<file path="config.mk">
export PLATFORM = sky130hd
export DESIGN_NAME = counter_interrupt_diagnostics
export DESIGN_NICKNAME = d
export VERILOG_FILES = /design/src/verilog/cid_pkg.sv /design/src/verilog/counter_interrupt_diagnostics.sv
export SDC_FILE = /design/constraint.sdc
export NUM_CORES = 1
export LEC_CHECK = 0
export BUFFER_PORTS_ARGS = -buffer_cell sky130_fd_sc_hd__buf_2
export CAP_MARGIN = 20
export CORE_UTILIZATION = 47
export DETAILED_ROUTE_END_ITERATION = 6
export PLACE_DENSITY_LB_ADDON = 0.08
export SLEW_MARGIN = 15
export SYNTH_ARGS = -nofsm -noshare
export SYNTH_HDL_FRONTEND = slang
export SYNTH_SLANG_ARGS = --single-unit
</file>
<file path="constraint.sdc">
create_clock -name i_clk -period 7.9 [get_ports i_clk]
set_clock_uncertainty 0.2 [all_clocks]
set_input_delay 0.79 -clock i_clk [delete_from_list [all_inputs] [get_ports i_clk]]
set_output_delay 0.79 -clock i_clk [all_outputs]
set_load 0.02 [all_outputs]
</file>
<file path="src/verilog/cid_pkg.sv">
// Shared constants and types of the counter interrupt and diagnostic block
package cid_pkg;

    // Access path chosen by the backplane master
    typedef enum logic [1:0] {ACC_RECORD, ACC_CANOPEN, ACC_ETHERCAT} access_kind_t;

    // Microsecond ticker timing
    localparam int CLK_PERIOD_NS = 10;
    localparam int TICK_PERIOD_NS = 1000;
    localparam int TICK_CYCLES = TICK_PERIOD_NS / CLK_PERIOD_NS;
    localparam logic [6:0] TICK_LAST = 7'(TICK_CYCLES - 1);

    // Record set numbers and object indices
    localparam logic [15:0] REC_SHORT = 16'h0000;
    localparam logic [15:0] REC_FULL = 16'h0001;
    localparam logic [15:0] IDX_SHORT = 16'h2f00;
    localparam logic [15:0] IDX_FULL = 16'h2f01;
    localparam logic [15:0] OBJ_DIAG = 16'h5005;
    localparam logic [15:0] OBJ_PROC = 16'h5000;

    // Record geometry
    localparam logic [4:0] SHORT_LEN = 5'h04;
    localparam logic [4:0] DIAG_LEN = 5'h15;
    localparam logic [4:0] PROC_LEN = 5'h04;
    localparam logic [7:0] SUB_FIRST = 8'h02;
    localparam logic [7:0] SUB_DIAG_TS = 8'h13;
    localparam logic [7:0] SUB_PROC_LAST = 8'h05;

    // Byte offsets of the diagnostic record
    localparam logic [4:0] OFS_SUMMARY = 5'h00;
    localparam logic [4:0] OFS_MODCLASS = 5'h01;
    localparam logic [4:0] OFS_OVF_LOST = 5'h03;
    localparam logic [4:0] OFS_CHKIND = 5'h04;
    localparam logic [4:0] OFS_BITS = 5'h05;
    localparam logic [4:0] OFS_CHCOUNT = 5'h06;
    localparam logic [4:0] OFS_GROUPS = 5'h07;
    localparam logic [4:0] OFS_CH0 = 5'h08;
    localparam logic [4:0] OFS_CH1 = 5'h09;
    localparam logic [4:0] OFS_DIAG_TS = 5'h11;

    // Fixed identification bytes
    localparam logic [7:0] MODULE_CLASS_INFO = 8'h18;
    localparam logic [7:0] CHANNEL_KIND = 8'h76;
    localparam logic [7:0] DIAG_BITS_PER_CH = 8'h08;
    localparam logic [7:0] CHANNEL_COUNT = 8'h02;

    // Field positions
    localparam int BIT_LIMIT = 2;
    localparam int BIT_COMPARE = 3;
    localparam int BIT_BUF_OVF = 3;
    localparam int BIT_PROC_LOST = 6;
    localparam int CH1_SHIFT = 4;
    localparam logic [4:0] DIAG_PENDING_MAX = 5'h10;

endpackage

</file>
<file path="src/verilog/counter_interrupt_diagnostics.sv">
// Process interrupt and diagnostic records of a two-channel counter module
`timescale 1ns/1ps

// Behaviour
// Enabled counter events raise a process interrupt
// Flag byte bits 2,3 counter0; 6,7 counter1
// Latch four encoder input levels per interrupt
// Process record captures 16-bit microsecond timestamp
// Microsecond ticker starts at zero and wraps
// Diagnostic record captures 32-bit timestamp
// Enabled incoming diagnostic for overflow, lost interrupt
// Going diagnostic once the cause disappears
// Channel events discarded inside diagnostic window
// Fault indicator on throughout diagnostic window
// Summary byte: module, internal, external, channel
// Bit 3 flags over sixteen pending alarms
// One pending alarm per channel; extra sets bit6
// Module class byte reads 18h
// Channel kind byte reads 76h
// Eight bits per channel, two channels
// Group error bits per counter channel
// Per-counter lost bits 2 and 3
// Record set 01h full, 00h first four
// Index 2F01h full, 2F00h first four
// Objects 5005h and 5000h by subindex
// Emergency telegram on CANopen, else diagnostics
// Reserved bits and bytes read zero
module counter_interrupt_diagnostics
(
    input wire logic i_clk,
    input wire logic i_nrst,
    input wire logic i_ce,
    input wire logic i_proc_irq_enable,
    input wire logic i_diag_irq_enable,
    input wire logic [3:0] i_evt_enable,
    input wire logic [1:0] i_evt_overflow,
    input wire logic [1:0] i_evt_underflow,
    input wire logic [1:0] i_evt_end_value,
    input wire logic [1:0] i_evt_compare,
    input wire logic [1:0] i_encoder_phase_a,
    input wire logic [1:0] i_encoder_phase_b,
    input wire logic i_supply_overload,
    input wire logic i_bus_canopen,
    input wire logic i_proc_ack,
    input wire logic i_diag_ack,
    input wire logic i_rd,
    input wire cid_pkg::access_kind_t i_rd_kind,
    input wire logic [15:0] i_rd_key,
    input wire logic [7:0] i_rd_byte,
    input wire logic [1:0] i_rd_lane,
    output logic [7:0] o_rd_data,
    output logic o_rd_valid,
    output logic o_rd_error,
    output logic o_proc_alarm,
    output logic o_proc_emcy_tel,
    output logic o_proc_diag_tel,
    output logic o_diag_incoming,
    output logic o_diag_going,
    output logic o_module_fault_indicator
);
    import cid_pkg::*;

    ////////////////////////////////////////////////////////////////////////
    // Microsecond ticker
    logic [6:0] tick_div_q;
    logic [31:0] ticker_q;

    // Prescaler divides the clock down to one microsecond
    always_ff @(posedge i_clk)
    begin
        if (!i_nrst)
        begin
            tick_div_q <= 7'h00;
            ticker_q <= 32'h0000_0000;
        end
        else if (i_ce)
        begin
            if (tick_div_q == TICK_LAST)
            begin
                tick_div_q <= 7'h00;
                ticker_q <= ticker_q + 32'h0000_0001;
            end
            else
            begin
                tick_div_q <= tick_div_q + 7'h01;
            end
        end
    end

    ////////////////////////////////////////////////////////////////////////
    // Process events per channel
    logic [1:0] lim_hit;
    logic [1:0] cmp_hit;
    logic [1:0] any_hit;
    logic [1:0] ch_pend_q;
    logic [1:0] ch_pend_d;
    logic [1:0] lim_lost_q;
    logic [1:0] cmp_lost_q;
    logic [1:0] ch_lost;
    logic [1:0] accept;
    logic [1:0] collide;
    logic [7:0] proc_flags_q;
    logic [7:0] input_snap_q;
    logic [15:0] proc_ts_q;

    // Enable order: overflow, underflow, compare, end value
    assign lim_hit = ({2{i_proc_irq_enable}} &
        (({2{i_evt_enable[0]}} & i_evt_overflow) |
         ({2{i_evt_enable[1]}} & i_evt_underflow) |
         ({2{i_evt_enable[3]}} & i_evt_end_value)));
    assign cmp_hit = {2{i_proc_irq_enable & i_evt_enable[2]}} &
        i_evt_compare;
    assign any_hit = lim_hit | cmp_hit;
    assign ch_lost = lim_lost_q | cmp_lost_q;
    // Window open on a channel swallows its events entirely
    assign accept = any_hit & ~ch_pend_q & ~ch_lost;
    assign collide = any_hit & ch_pend_q & ~ch_lost;

    // Pending flag per channel, a new alarm wins over the acknowledge
    always_comb
    begin
        ch_pend_d = ch_pend_q;
        if (i_proc_ack)
        begin
            ch_pend_d = 2'b00;
        end
        ch_pend_d = ch_pend_d | accept;
    end

    always_ff @(posedge i_clk)
    begin
        if (!i_nrst)
        begin
            ch_pend_q <= 2'b00;
        end
        else if (i_ce)
        begin
            ch_pend_q <= ch_pend_d;
        end
    end

    // Process record: flags, input levels and short timestamp
    always_ff @(posedge i_clk)
    begin
        if (!i_nrst)
        begin
            proc_flags_q <= 8'h00;
            input_snap_q <= 8'h00;
            proc_ts_q <= 16'h0000;
        end
        else if (i_ce)
        begin
            if (|accept)
            begin
                proc_flags_q <= (i_proc_ack ? 8'h00 : proc_flags_q) |
                    {accept[1] & cmp_hit[1], accept[1] & lim_hit[1],
                     2'b00,
                     accept[0] & cmp_hit[0], accept[0] & lim_hit[0],
                     2'b00};
                input_snap_q <= {4'h0, i_encoder_phase_b[1],
                    i_encoder_phase_a[1], i_encoder_phase_b[0],
                    i_encoder_phase_a[0]};
                proc_ts_q <= ticker_q[15:0];
            end
            else if (i_proc_ack)
            begin
                proc_flags_q <= 8'h00;
            end
        end
    end

    // Telegram kind follows the backplane protocol
    always_ff @(posedge i_clk)
    begin
        if (!i_nrst)
        begin
            o_proc_alarm <= 1'b0;
            o_proc_emcy_tel <= 1'b0;
            o_proc_diag_tel <= 1'b0;
        end
        else if (i_ce)
        begin
            o_proc_alarm <= |ch_pend_d;
            o_proc_emcy_tel <= (|accept) & i_bus_canopen;
            o_proc_diag_tel <= (|accept) & ~i_bus_canopen;
        end
    end

    ////////////////////////////////////////////////////////////////////////
    // Lost process interrupts, held until the diagnostic is acknowledged
    always_ff @(posedge i_clk)
    begin
        if (!i_nrst)
        begin
            lim_lost_q <= 2'b00;
            cmp_lost_q <= 2'b00;
        end
        else if (i_ce)
        begin
            lim_lost_q <= (i_diag_ack ? 2'b00 : lim_lost_q) |
                (collide & lim_hit);
            cmp_lost_q <= (i_diag_ack ? 2'b00 : cmp_lost_q) |
                (collide & cmp_hit);
        end
    end

    ////////////////////////////////////////////////////////////////////////
    // Diagnostic alarm window
    logic [4:0] diag_cnt_q;
    logic buf_ovf;
    logic diag_cause;
    logic diag_active_q;
    logic diag_in;
    logic diag_out;
    logic [31:0] diag_ts_q;

    assign buf_ovf = diag_cnt_q > DIAG_PENDING_MAX;
    assign diag_cause = i_diag_irq_enable & ((|ch_lost) | buf_ovf |
        i_supply_overload);
    assign diag_in = diag_cause & ~diag_active_q;
    assign diag_out = ~diag_cause & diag_active_q;

    // Window state and captured long timestamp
    always_ff @(posedge i_clk)
    begin
        if (!i_nrst)
        begin
            diag_active_q <= 1'b0;
            diag_ts_q <= 32'h0000_0000;
        end
        else if (i_ce)
        begin
            diag_active_q <= diag_cause;
            if (diag_in)
            begin
                diag_ts_q <= ticker_q;
            end
        end
    end

    // Count of alarms not yet fetched by the master, saturating
    always_ff @(posedge i_clk)
    begin
        if (!i_nrst)
        begin
            diag_cnt_q <= 5'h00;
        end
        else if (i_ce)
        begin
            if ((diag_in | diag_out) && !i_diag_ack)
            begin
                if (diag_cnt_q != 5'h1f)
                begin
                    diag_cnt_q <= diag_cnt_q + 5'h01;
                end
            end
            else if (!(diag_in | diag_out) && i_diag_ack &&
                diag_cnt_q != 5'h00)
            begin
                diag_cnt_q <= diag_cnt_q - 5'h01;
            end
        end
    end

    // Interrupt pulses and fault indicator
    always_ff @(posedge i_clk)
    begin
        if (!i_nrst)
        begin
            o_diag_incoming <= 1'b0;
            o_diag_going <= 1'b0;
            o_module_fault_indicator <= 1'b0;
        end
        else if (i_ce)
        begin
            o_diag_incoming <= diag_in;
            o_diag_going <= diag_out;
            o_module_fault_indicator <= diag_cause;
        end
    end

    ////////////////////////////////////////////////////////////////////////
    // Record byte views
    logic [7:0] summary_byte;
    logic [7:0] ovf_lost_byte;
    logic [7:0] group_byte;
    logic [7:0] ch0_byte;
    logic [7:0] ch1_byte;

    assign summary_byte = {4'h0, |ch_lost, i_supply_overload, |ch_lost,
        (|ch_lost) | i_supply_overload};
    assign ovf_lost_byte = {1'b0, |ch_lost, 2'b00, buf_ovf, 3'b000};
    assign group_byte = {6'h00, ch_lost};
    assign ch0_byte = {4'h0, cmp_lost_q[0], lim_lost_q[0], 2'b00};
    assign ch1_byte = {4'h0, cmp_lost_q[1], lim_lost_q[1], 2'b00};

    // Diagnostic record byte by offset
    function automatic logic [7:0] diag_byte(input logic [4:0] ofs);
        logic [7:0] b;
        b = 8'h00;
        if (ofs == OFS_SUMMARY)
            b = summary_byte;
        else if (ofs == OFS_MODCLASS)
            b = MODULE_CLASS_INFO;
        else if (ofs == OFS_OVF_LOST)
            b = ovf_lost_byte;
        else if (ofs == OFS_CHKIND)
            b = CHANNEL_KIND;
        else if (ofs == OFS_BITS)
            b = DIAG_BITS_PER_CH;
        else if (ofs == OFS_CHCOUNT)
            b = CHANNEL_COUNT;
        else if (ofs == OFS_GROUPS)
            b = group_byte;
        else if (ofs == OFS_CH0)
            b = ch0_byte;
        else if (ofs == OFS_CH1)
            b = ch1_byte;
        else if (ofs >= OFS_DIAG_TS && ofs < DIAG_LEN)
            b = 8'(diag_ts_q >> {ofs - OFS_DIAG_TS, 3'b000});
        return b;
    endfunction

    // Process record byte by offset, timestamp low byte first
    function automatic logic [7:0] proc_byte(input logic [4:0] ofs);
        logic [7:0] b;
        b = 8'h00;
        if (ofs == 5'h00)
            b = proc_flags_q;
        else if (ofs == 5'h01)
            b = input_snap_q;
        else if (ofs == 5'h02)
            b = proc_ts_q[7:0];
        else if (ofs == 5'h03)
            b = proc_ts_q[15:8];
        return b;
    endfunction

    ////////////////////////////////////////////////////////////////////////
    // Read decode
    logic [7:0] sub_ofs;
    logic [4:0] ts_ofs;
    logic [7:0] rd_data_d;
    logic rd_err_d;

    assign sub_ofs = i_rd_byte - SUB_FIRST;
    assign ts_ofs = OFS_DIAG_TS + {3'b000, i_rd_lane};

    always_comb
    begin
        rd_data_d = 8'h00;
        rd_err_d = 1'b0;
        if (i_rd_kind == ACC_RECORD && i_rd_key == REC_FULL &&
            i_rd_byte < {3'b000, DIAG_LEN})
            rd_data_d = diag_byte(i_rd_byte[4:0]);
        else if (i_rd_kind == ACC_RECORD && i_rd_key == REC_SHORT &&
            i_rd_byte < {3'b000, SHORT_LEN})
            rd_data_d = diag_byte(i_rd_byte[4:0]);
        else if (i_rd_kind == ACC_CANOPEN && i_rd_key == IDX_FULL &&
            i_rd_byte < {3'b000, DIAG_LEN})
            rd_data_d = diag_byte(i_rd_byte[4:0]);
        else if (i_rd_kind == ACC_CANOPEN && i_rd_key == IDX_SHORT &&
            i_rd_byte < {3'b000, SHORT_LEN})
            rd_data_d = diag_byte(i_rd_byte[4:0]);
        else if (i_rd_kind == ACC_ETHERCAT && i_rd_key == OBJ_DIAG &&
            i_rd_byte == SUB_DIAG_TS)
            rd_data_d = diag_byte(ts_ofs);
        else if (i_rd_kind == ACC_ETHERCAT && i_rd_key == OBJ_DIAG &&
            i_rd_byte >= SUB_FIRST && i_rd_byte < SUB_DIAG_TS)
            rd_data_d = diag_byte(sub_ofs[4:0]);
        else if (i_rd_kind == ACC_ETHERCAT && i_rd_key == OBJ_PROC &&
            i_rd_byte >= SUB_FIRST && i_rd_byte <= SUB_PROC_LAST)
            rd_data_d = proc_byte(sub_ofs[4:0]);
        else
            rd_err_d = 1'b1;
    end

    // Answer one cycle after the request
    always_ff @(posedge i_clk)
    begin
        if (!i_nrst)
        begin
            o_rd_data <= 8'h00;
            o_rd_valid <= 1'b0;
            o_rd_error <= 1'b0;
        end
        else if (i_ce)
        begin
            o_rd_valid <= i_rd;
            o_rd_error <= i_rd & rd_err_d;
            if (i_rd)
            begin
                o_rd_data <= rd_err_d ? 8'h00 : rd_data_d;
            end
        end
    end
endmodule
</file>
==> metrics.cfg, run 1 <==
[clock_tree]
cts.hold.buffers_added=0
postCtsSetupBuffers=0
insertion_delay_ns=0.42
max_root_sink_buffers=2
cts.htree.levels=4
tritoncts_num_sinks=122
clock-root-buffer=sky130_fd_sc_hd__clkbuf_16
worst_setup_hold_path_clk_slew_ns=0.06
cts_repair_resize_count=0
cts_tree=done
cts_made_buffers=17

[place]
detailed_place_hpwl_um=14300
gpl.final_weighted_congestion=0.952
port-buffer-count=69
post-place-ws_ns=3.86

[final_layout]
diodes=0
finalNetCount=971
final_core_util_pct=55.2
flow.area_growth_from_synthesis_pct=13.5
drive_gt1_share_pct=16.6
layout_commonest_cell=sky130_fd_sc_hd__dfxtp_1
layout.cells.most_common_list=sky130_fd_sc_hd__dfxtp_1, sky130_fd_sc_hd__nand2_1, sky130_fd_sc_hd__nor2_1

[synthesis]
syn_nets=927
ys_async_sr_fraction_pct=0
synthesis.area_um2=7120
syn_inst=849
synth_edf_count=0
yosys.area.top_type=sky130_fd_sc_hd__dfxtp_1
synth.top_cells.by_area=sky130_fd_sc_hd__dfxtp_1, sky130_fd_sc_hd__mux4_2, sky130_fd_sc_hd__nand2_1
synth.yosys.seq_area_share_pct=34.3
netlist-cell-type-count=74
synth.avg_cell_area_um2=8.39
synth_seq_cells=122
area_share_of_the_largest_cell_type_after_synthesis_pct=34.3
yosys_warnings=0
dominantRegCellSynth=sky130_fd_sc_hd__dfxtp_1

[job]
maxCapViolCount=0

[pwr]
leakage_nw=3.07
pwr_density_nw_per_um2=196
peakVddDrop_mv=0.172

[timing]
setup_ws_ns=3.95
grt_setup_unrepaired=false
worst_slew_pin_slew_ns=1.04
drv_slew=0
timing.fmax_mhz=253
post-route-period-util_pct=50.0
max_slew_margin_pct=30.8
setup_viol=0
hold_violations=0
timing.setup.tns_ns=0
timing.final.crit_period_ns=3.95

[critical_path]
worst-endpoint-required_ns=8.04
critPathCaptureType=register
cp-start-kind=register
arrival_ns=4.09
crit_path_max_fanout=6
timing.setup.critical_path_class=register to register

[detailed_routing]
wl_per_cell_um=18.3
drc=14
vias_per_cell=5.86
wirelength_um=19900
drt_pass1_iterations=7
antenna_violating_nets_post_route=0
drtIter0Drc=752
routed-via-count=6388

[floorplanning]
fp-row-count=44
pin_count=70
core-area_um2=14600
fp.dieArea_um2=15600
start_util_pct=48.6
dieWidth_um=125
die-height_um=125

[hold_path]
timing.hold.worst.class=register to register

[global_routing]
grt_use_total_pct=26.2
wire_length_of_the_first_global_routing_pass_um=32300
grt.overflow.total=0
grt_max_degree=97
via_count_of_the_first_global_routing_pass=5976
grt_antenna_before_repair=0

[status]
status=finished with violations
failed_checks=design-rule violations

[critical path, cell delays in order (launching register included)]
cell	delay (ns)
sky130_fd_sc_hd__dfxtp_1	0.35
sky130_fd_sc_hd__or2_2	0.39
sky130_fd_sc_hd__or2b_2	0.36
sky130_fd_sc_hd__nor2_1	0.26
sky130_fd_sc_hd__a21boi_0	0.26
sky130_fd_sc_hd__ha_1	0.34
sky130_fd_sc_hd__or2_2	0.38
sky130_fd_sc_hd__fa_1	0.43
sky130_fd_sc_hd__a21o_1	0.18
sky130_fd_sc_hd__a21oi_1	0.17
sky130_fd_sc_hd__xor2_1	0.10
sky130_fd_sc_hd__or3_1	0.31
sky130_fd_sc_hd__a21oi_1	0.14
[per-layer routing]
metal	global-route usage (%)	vias up	wire, um
met3	3.98	27	981
met5	0	-	0
li1	-	3135	-
met2	42.4	203	9360
met4	8.68	0	339
met1	35.9	3023	9210
[cell type report]
| cell class | instances | area, um2 |
|---|---|---|
| inverters | 29 | 109 |
| well taps | 184 | 230 |
| clock buffers | 22 | 454 |
| flip-flops and latches | 122 | 2440 |
| repair buffers | 72 | 383 |
| fillers | 1363 | 6560 |
| multi-input cells | 651 | 4340 |
| clock inverters | 10 | 118 |
[where the power goes]
group	internal, mW	switching (mW)	total, mW
clock network	0.474	0.286	0.759
registers	0.627	0.0112	0.638
logic	0.0705	0.114	0.184
[synthesized netlist by cell type, types with 3 or more instances]
library cell / instances
sky130_fd_sc_hd__a2111oi_0: 4
sky130_fd_sc_hd__a21bo_2: 4
sky130_fd_sc_hd__a21boi_0: 4
sky130_fd_sc_hd__a21o_1: 8
sky130_fd_sc_hd__a21oi_1: 74
sky130_fd_sc_hd__a22oi_1: 7
sky130_fd_sc_hd__a311oi_1: 5
sky130_fd_sc_hd__a31oi_1: 9
sky130_fd_sc_hd__and2_1: 12
sky130_fd_sc_hd__and3_1: 5
sky130_fd_sc_hd__and4_1: 3
sky130_fd_sc_hd__buf_1: 5
sky130_fd_sc_hd__buf_2: 4
sky130_fd_sc_hd__clkbuf_1: 33
sky130_fd_sc_hd__clkbuf_8: 3
sky130_fd_sc_hd__dfxtp_1: 122
sky130_fd_sc_hd__ha_1: 23
sky130_fd_sc_hd__inv_1: 28
sky130_fd_sc_hd__mux2i_1: 26
sky130_fd_sc_hd__mux4_2: 23
sky130_fd_sc_hd__nand2_1: 111
sky130_fd_sc_hd__nand2b_1: 14
sky130_fd_sc_hd__nand3_1: 20
sky130_fd_sc_hd__nand4_1: 17
sky130_fd_sc_hd__nor2_1: 98
sky130_fd_sc_hd__nor2b_1: 10
sky130_fd_sc_hd__nor3_1: 19
sky130_fd_sc_hd__o21ai_0: 35
sky130_fd_sc_hd__o22ai_1: 6
sky130_fd_sc_hd__o31ai_1: 4
sky130_fd_sc_hd__or2_2: 3
sky130_fd_sc_hd__or3_1: 17
sky130_fd_sc_hd__or4_1: 4
sky130_fd_sc_hd__or4_4: 3
sky130_fd_sc_hd__xnor2_1: 18
sky130_fd_sc_hd__xor2_1: 17
[cell families (layout without fill, tap and decap cells)]
| family | count (synthesis) | in the layout | share of synthesized area, % |
|---|---|---|---|
| muxes | 50 | 50 | 11.3 |
| xor gates and xnor gates | 35 | 35 | 4.30 |
| buffers and inverters | 76 | 133 | 4.73 |
| adders and majority gates | 24 | 24 | 4.32 |
| and+or+nand+nor | 354 | 354 | 24.3 |
| DFF | 122 | 122 | 34.3 |
| AOI/OAI and AO/OA | 188 | 188 | 16.7 |
[path summary, 6_finish.rpt]
check | slack (ns) | cells past startpoint | start | endpoint
setup / recovery | 3.95 | 12 | cmp_lost_q[1]$_SDFFE_PN0P_ | diag_cnt_q[4]$_SDFFE_PN0P_
hold / removal | 0.27 | 2 | ticker_q[31]$_SDFFE_PN0P_ | diag_ts_q[31]$_SDFFE_PN0P_
hold reg to reg | 0.27 | 2 | ticker_q[31]$_SDFFE_PN0P_ | diag_ts_q[31]$_SDFFE_PN0P_
setup reg to reg | 3.95 | 12 | cmp_lost_q[1]$_SDFFE_PN0P_ | diag_cnt_q[4]$_SDFFE_PN0P_
[sequential cells by signal, summed over array words and instances (netlist names)]
name                      count
o_proc_diag_tel               1
tick_div_q                    7
cmp_lost_q                    2
input_snap_q                  4
o_diag_going                  1
o_proc_alarm                  1
diag_cnt_q                    5
proc_ts_q                    16
ch_pend_q                     2
o_rd_valid                    1
proc_flags_q                  4
ticker_q                     32
o_diag_incoming               1
o_proc_emcy_tel               1
o_module_fault_indicator      1
lim_lost_q                    2
o_rd_data                     8
o_rd_error                    1
diag_ts_q                    32
[through the flow]
step                area (um2)  std cells  power [mW]  hold slack [ns]
floorplan                 7120        849       0.781            0.244
global placement          7480       1056       0.828            0.259
detailed placement        7480       1056       0.832            0.261
CTS                       8050       1088        1.59            0.270
global route              8080       1090        1.64            0.296
finish                    8080       1090        1.58            0.266
Note: power is estimated with default switching activity, not from simulation.
==> run 2, diff against run 1 <==
- ABC_AREA: default -> 1
- clock period: 7.9 -> 4 ns (I/O delays scaled with it)
==> run 2 against run 1 <==
Against the previous run:
- critical path depth increased by 6
- wire length increased by 11%
- via count increased by 18%
- critical path type unchanged
- first-iteration DRC count decreased by 7.2%
- the run now ends clean
- total power increased by 120%
- sequential share of layout area decreased by 1.5 points
- cell count increased by 28%
- synthesized cell count increased by 31%
- clock-buffer cell count decreased by 2
- area after synthesis increased by 3.2%
==> metrics.cfg, run 2 <==
[status]
status=finished, final reports clean

[detailed_routing]
drc=0  ; -14
wl_per_cell_um=15.7  ; -14%
routed-via-count=7509  ; +18%
drt_pass1_iterations=5  ; -2
drtIter0Drc=698  ; -7.2%
antenna_violating_nets_post_route=0  ; unchanged
vias_per_cell=5.37  ; -8.3%
wirelength_um=22000  ; +11%

[timing]
drv_slew=0  ; unchanged
max_slew_margin_pct=48.9  ; +18 points
setup_viol=0  ; unchanged
timing.final.crit_period_ns=3.37  ; -0.581 ns
post-route-period-util_pct=84.2  ; +34 points
timing.fmax_mhz=297  ; +17%
hold_violations=0  ; unchanged
grt_setup_unrepaired=false
timing.setup.tns_ns=0  ; unchanged
worst_slew_pin_slew_ns=0.767  ; -0.272 ns

[final_layout]
fillerInstances=1522  ; +12%
layout.cells.most_common_list=sky130_fd_sc_hd__nand2_1, sky130_fd_sc_hd__inv_1, sky130_fd_sc_hd__nor2_1
diodes=0  ; unchanged
fin_area_um2=8500  ; +5.2%
finalNetCount=1252  ; +29%
drive_gt1_share_pct=12.3  ; -4.3 points
final_core_util_pct=55.7  ; +0.55 points
multiInputGateArea_um2=4210  ; -3.1%
flow.area_growth_from_synthesis_pct=15.7
largestRegisters=diag_ts_q x32, ticker_q x32, proc_ts_q x16
layout_commonest_cell=sky130_fd_sc_hd__nand2_1
regArea_um2=2440  ; unchanged

[critical_path]
ff_to_ff_path_depth=18  ; +6
rr_startpoint=cmp_lost_q[0]$_SDFFE_PN0P_
critical-path-slowest-cell=sky130_fd_sc_hd__fa_1
cp-startpoint=cmp_lost_q[0]$_SDFFE_PN0P_
timing.setup.critical_path_class=register to register
worst-endpoint-required_ns=4.17  ; -3.87 ns
critPathMostFrequentCell=sky130_fd_sc_hd__nor2_1
cp-start-kind=register
critPathCaptureType=register
crit_path_max_fanout=6  ; unchanged
timing.critical_path.slowest_cell_delay_ns=0.43  ; about the same
path_cells=nor2_1 > inv_1 > nor2_1 > inv_1 > nor2_1 > nand2_1 > nand2_1 > inv_1 > ha_1 > nor2_1 > inv_1 > fa_1 > nand3_1 > nand2_1 > xor2_1 > nor2_1 > o21ai_0 > a21oi_1
arrival_ns=3.53  ; -0.56 ns

[clock_tree]
clock-root-buffer=sky130_fd_sc_hd__clkbuf_16
worst_setup_hold_path_clk_slew_ns=0.06  ; about the same
cts.htree.levels=4  ; unchanged
postCtsSetupBuffers=0  ; unchanged
cts_made_buffers=17  ; unchanged
max_root_sink_buffers=2  ; unchanged
cts_tree=done
tritoncts_num_sinks=122  ; unchanged
cts_repair_resize_count=0  ; unchanged
insertion_delay_ns=0.43  ; about the same
cts.hold.buffers_added=0  ; unchanged

[synthesis]
netlist-cell-type-count=48  ; -35%
syn_inst=1116  ; +31%
synth.yosys.seq_area_share_pct=33.2  ; -1.1 points
yosys_warnings=0  ; unchanged
synth.avg_cell_area_um2=6.59  ; -21%
synth.top_cells.by_area=sky130_fd_sc_hd__dfxtp_1, sky130_fd_sc_hd__nand2_1, sky130_fd_sc_hd__o21ai_0
ys_top_cells_by_count=sky130_fd_sc_hd__nand2_1, sky130_fd_sc_hd__inv_1, sky130_fd_sc_hd__nor2_1, sky130_fd_sc_hd__o21ai_0, sky130_fd_sc_hd__dfxtp_1
post-synth-top-count-cell=sky130_fd_sc_hd__nand2_1
area_share_of_the_largest_cell_type_after_synthesis_pct=33.2  ; -1.1 points
ys_async_sr_fraction_pct=0  ; unchanged
dominantRegCellSynth=sky130_fd_sc_hd__dfxtp_1
synthesis.area_um2=7350  ; +3.2%
synth_seq_cells=122  ; unchanged
yosys.area.top_type=sky130_fd_sc_hd__dfxtp_1
syn_nets=1194  ; +29%
synth_edf_count=0  ; unchanged

[pwr]
leakage_nw=3.66  ; +19%
pwr_density_nw_per_um2=407  ; +110%
peakVddDrop_mv=0.336  ; +96%
design_power_total_mw=3.46  ; +120%

[hold_path]
timing.hold.worst.class=primary input to register
holdCritStartpoint=i_bus_canopen
min_path_cells=3  ; +1

[floorplanning]
fp-row-count=45  ; +2.3%
dieWidth_um=127  ; +1.6%
fp.dieArea_um2=16100  ; +3.2%
core-area_um2=15300  ; +4.2%
die-height_um=127  ; +1.6%
start_util_pct=48.2  ; -0.46 points
pin_count=70  ; unchanged

[place]
placed_area_um2=7860  ; +5.2%
port-buffer-count=69  ; unchanged
gpl.final_weighted_congestion=0.976  ; +2.6%
detailed_place_hpwl_um=16700  ; +17%

[global_routing]
grt_use_total_pct=27.8  ; +1.6 points
grt_max_degree=48  ; -51%
wire_length_of_the_first_global_routing_pass_um=35000  ; +8.4%
grt_antenna_before_repair=0  ; unchanged
grt.overflow.total=0  ; unchanged
via_count_of_the_first_global_routing_pass=6832  ; +14%

[job]
maxCapViolCount=0  ; unchanged

run 2: path summary, 6_finish.rpt:
check	to	slack, ns
setup / recovery	diag_cnt_q[4]$_SDFFE_PN0P_	0.63
hold / removal	o_proc_emcy_tel$_SDFFE_PN0P_	0.03
setup reg to reg	diag_cnt_q[4]$_SDFFE_PN0P_	0.63
hold reg to reg	proc_ts_q[6]$_SDFFE_PN0P_	0.26
run 2: final cells by class:
cell class / count / area share [%]
flip-flops and latches: 122 / 28.7
clock inverters: 12 / 2.18
repair buffers: 75 / 4.59
inverters: 147 / 6.52
well taps: 211 / 3.10
clock buffers: 20 / 5.37
multi-input cells: 811 / 49.5
run 2: where the power goes:
| group | switching [mW] | leakage (nW) | internal [mW] | total [mW] |
|---|---|---|---|---|
| Combinational | 0.305 | 2.37 | 0.146 | 0.451 |
| Clock | 0.616 | 0.300 | 1.08 | 1.70 |
| Sequential | 0.0380 | 0.993 | 1.27 | 1.31 |
run 2: critical path: cells and delay by family (launching register included):
kind / cells / cell delay [ns]
compound gates: 2 / 0.22
xor+xnor: 1 / 0.14
fa+ha+maj: 2 / 0.71
buf+inv: 4 / 0.41
flops: 1 / 0.34
simple gates: 9 / 1.28
run 2: routing by layer:
layer / global-route usage (%) / share of wire (%)
met5: 0 / 0
met4: 8.40 / 2.1
met2: 43.6 / 44
met3: 5.28 / 5.5
met1: 38.6 / 48
run 2: cell families (layout without fill, tap and decap cells):
family / after synthesis / in the layout / synth area share (%)
xor gates and xnor gates: 15 / 15 / 1.79
buffers and inverters: 183 / 254 / 9.48
and+or+nand+nor: 480 / 480 / 29.8
DFF: 122 / 122 / 33.2
muxes: 3 / 3 / 0.409
AOI/OAI and AO/OA: 289 / 289 / 21.1
adders and majority gates: 24 / 24 / 4.19
run 2: stage by stage:
stage / hold slack, ns / instances / setup slack, ns
after CTS: 0.0313 / 1398 / 0.650
after global routing: 0.0629 / 1398 / 0.341
after detailed placement: 0.254 / 1366 / 0.669
final: 0.0301 / 1398 / 0.633
after floorplan: 0.225 / 1116 / 1.12
after global placement: 0.247 / 1366 / 0.703
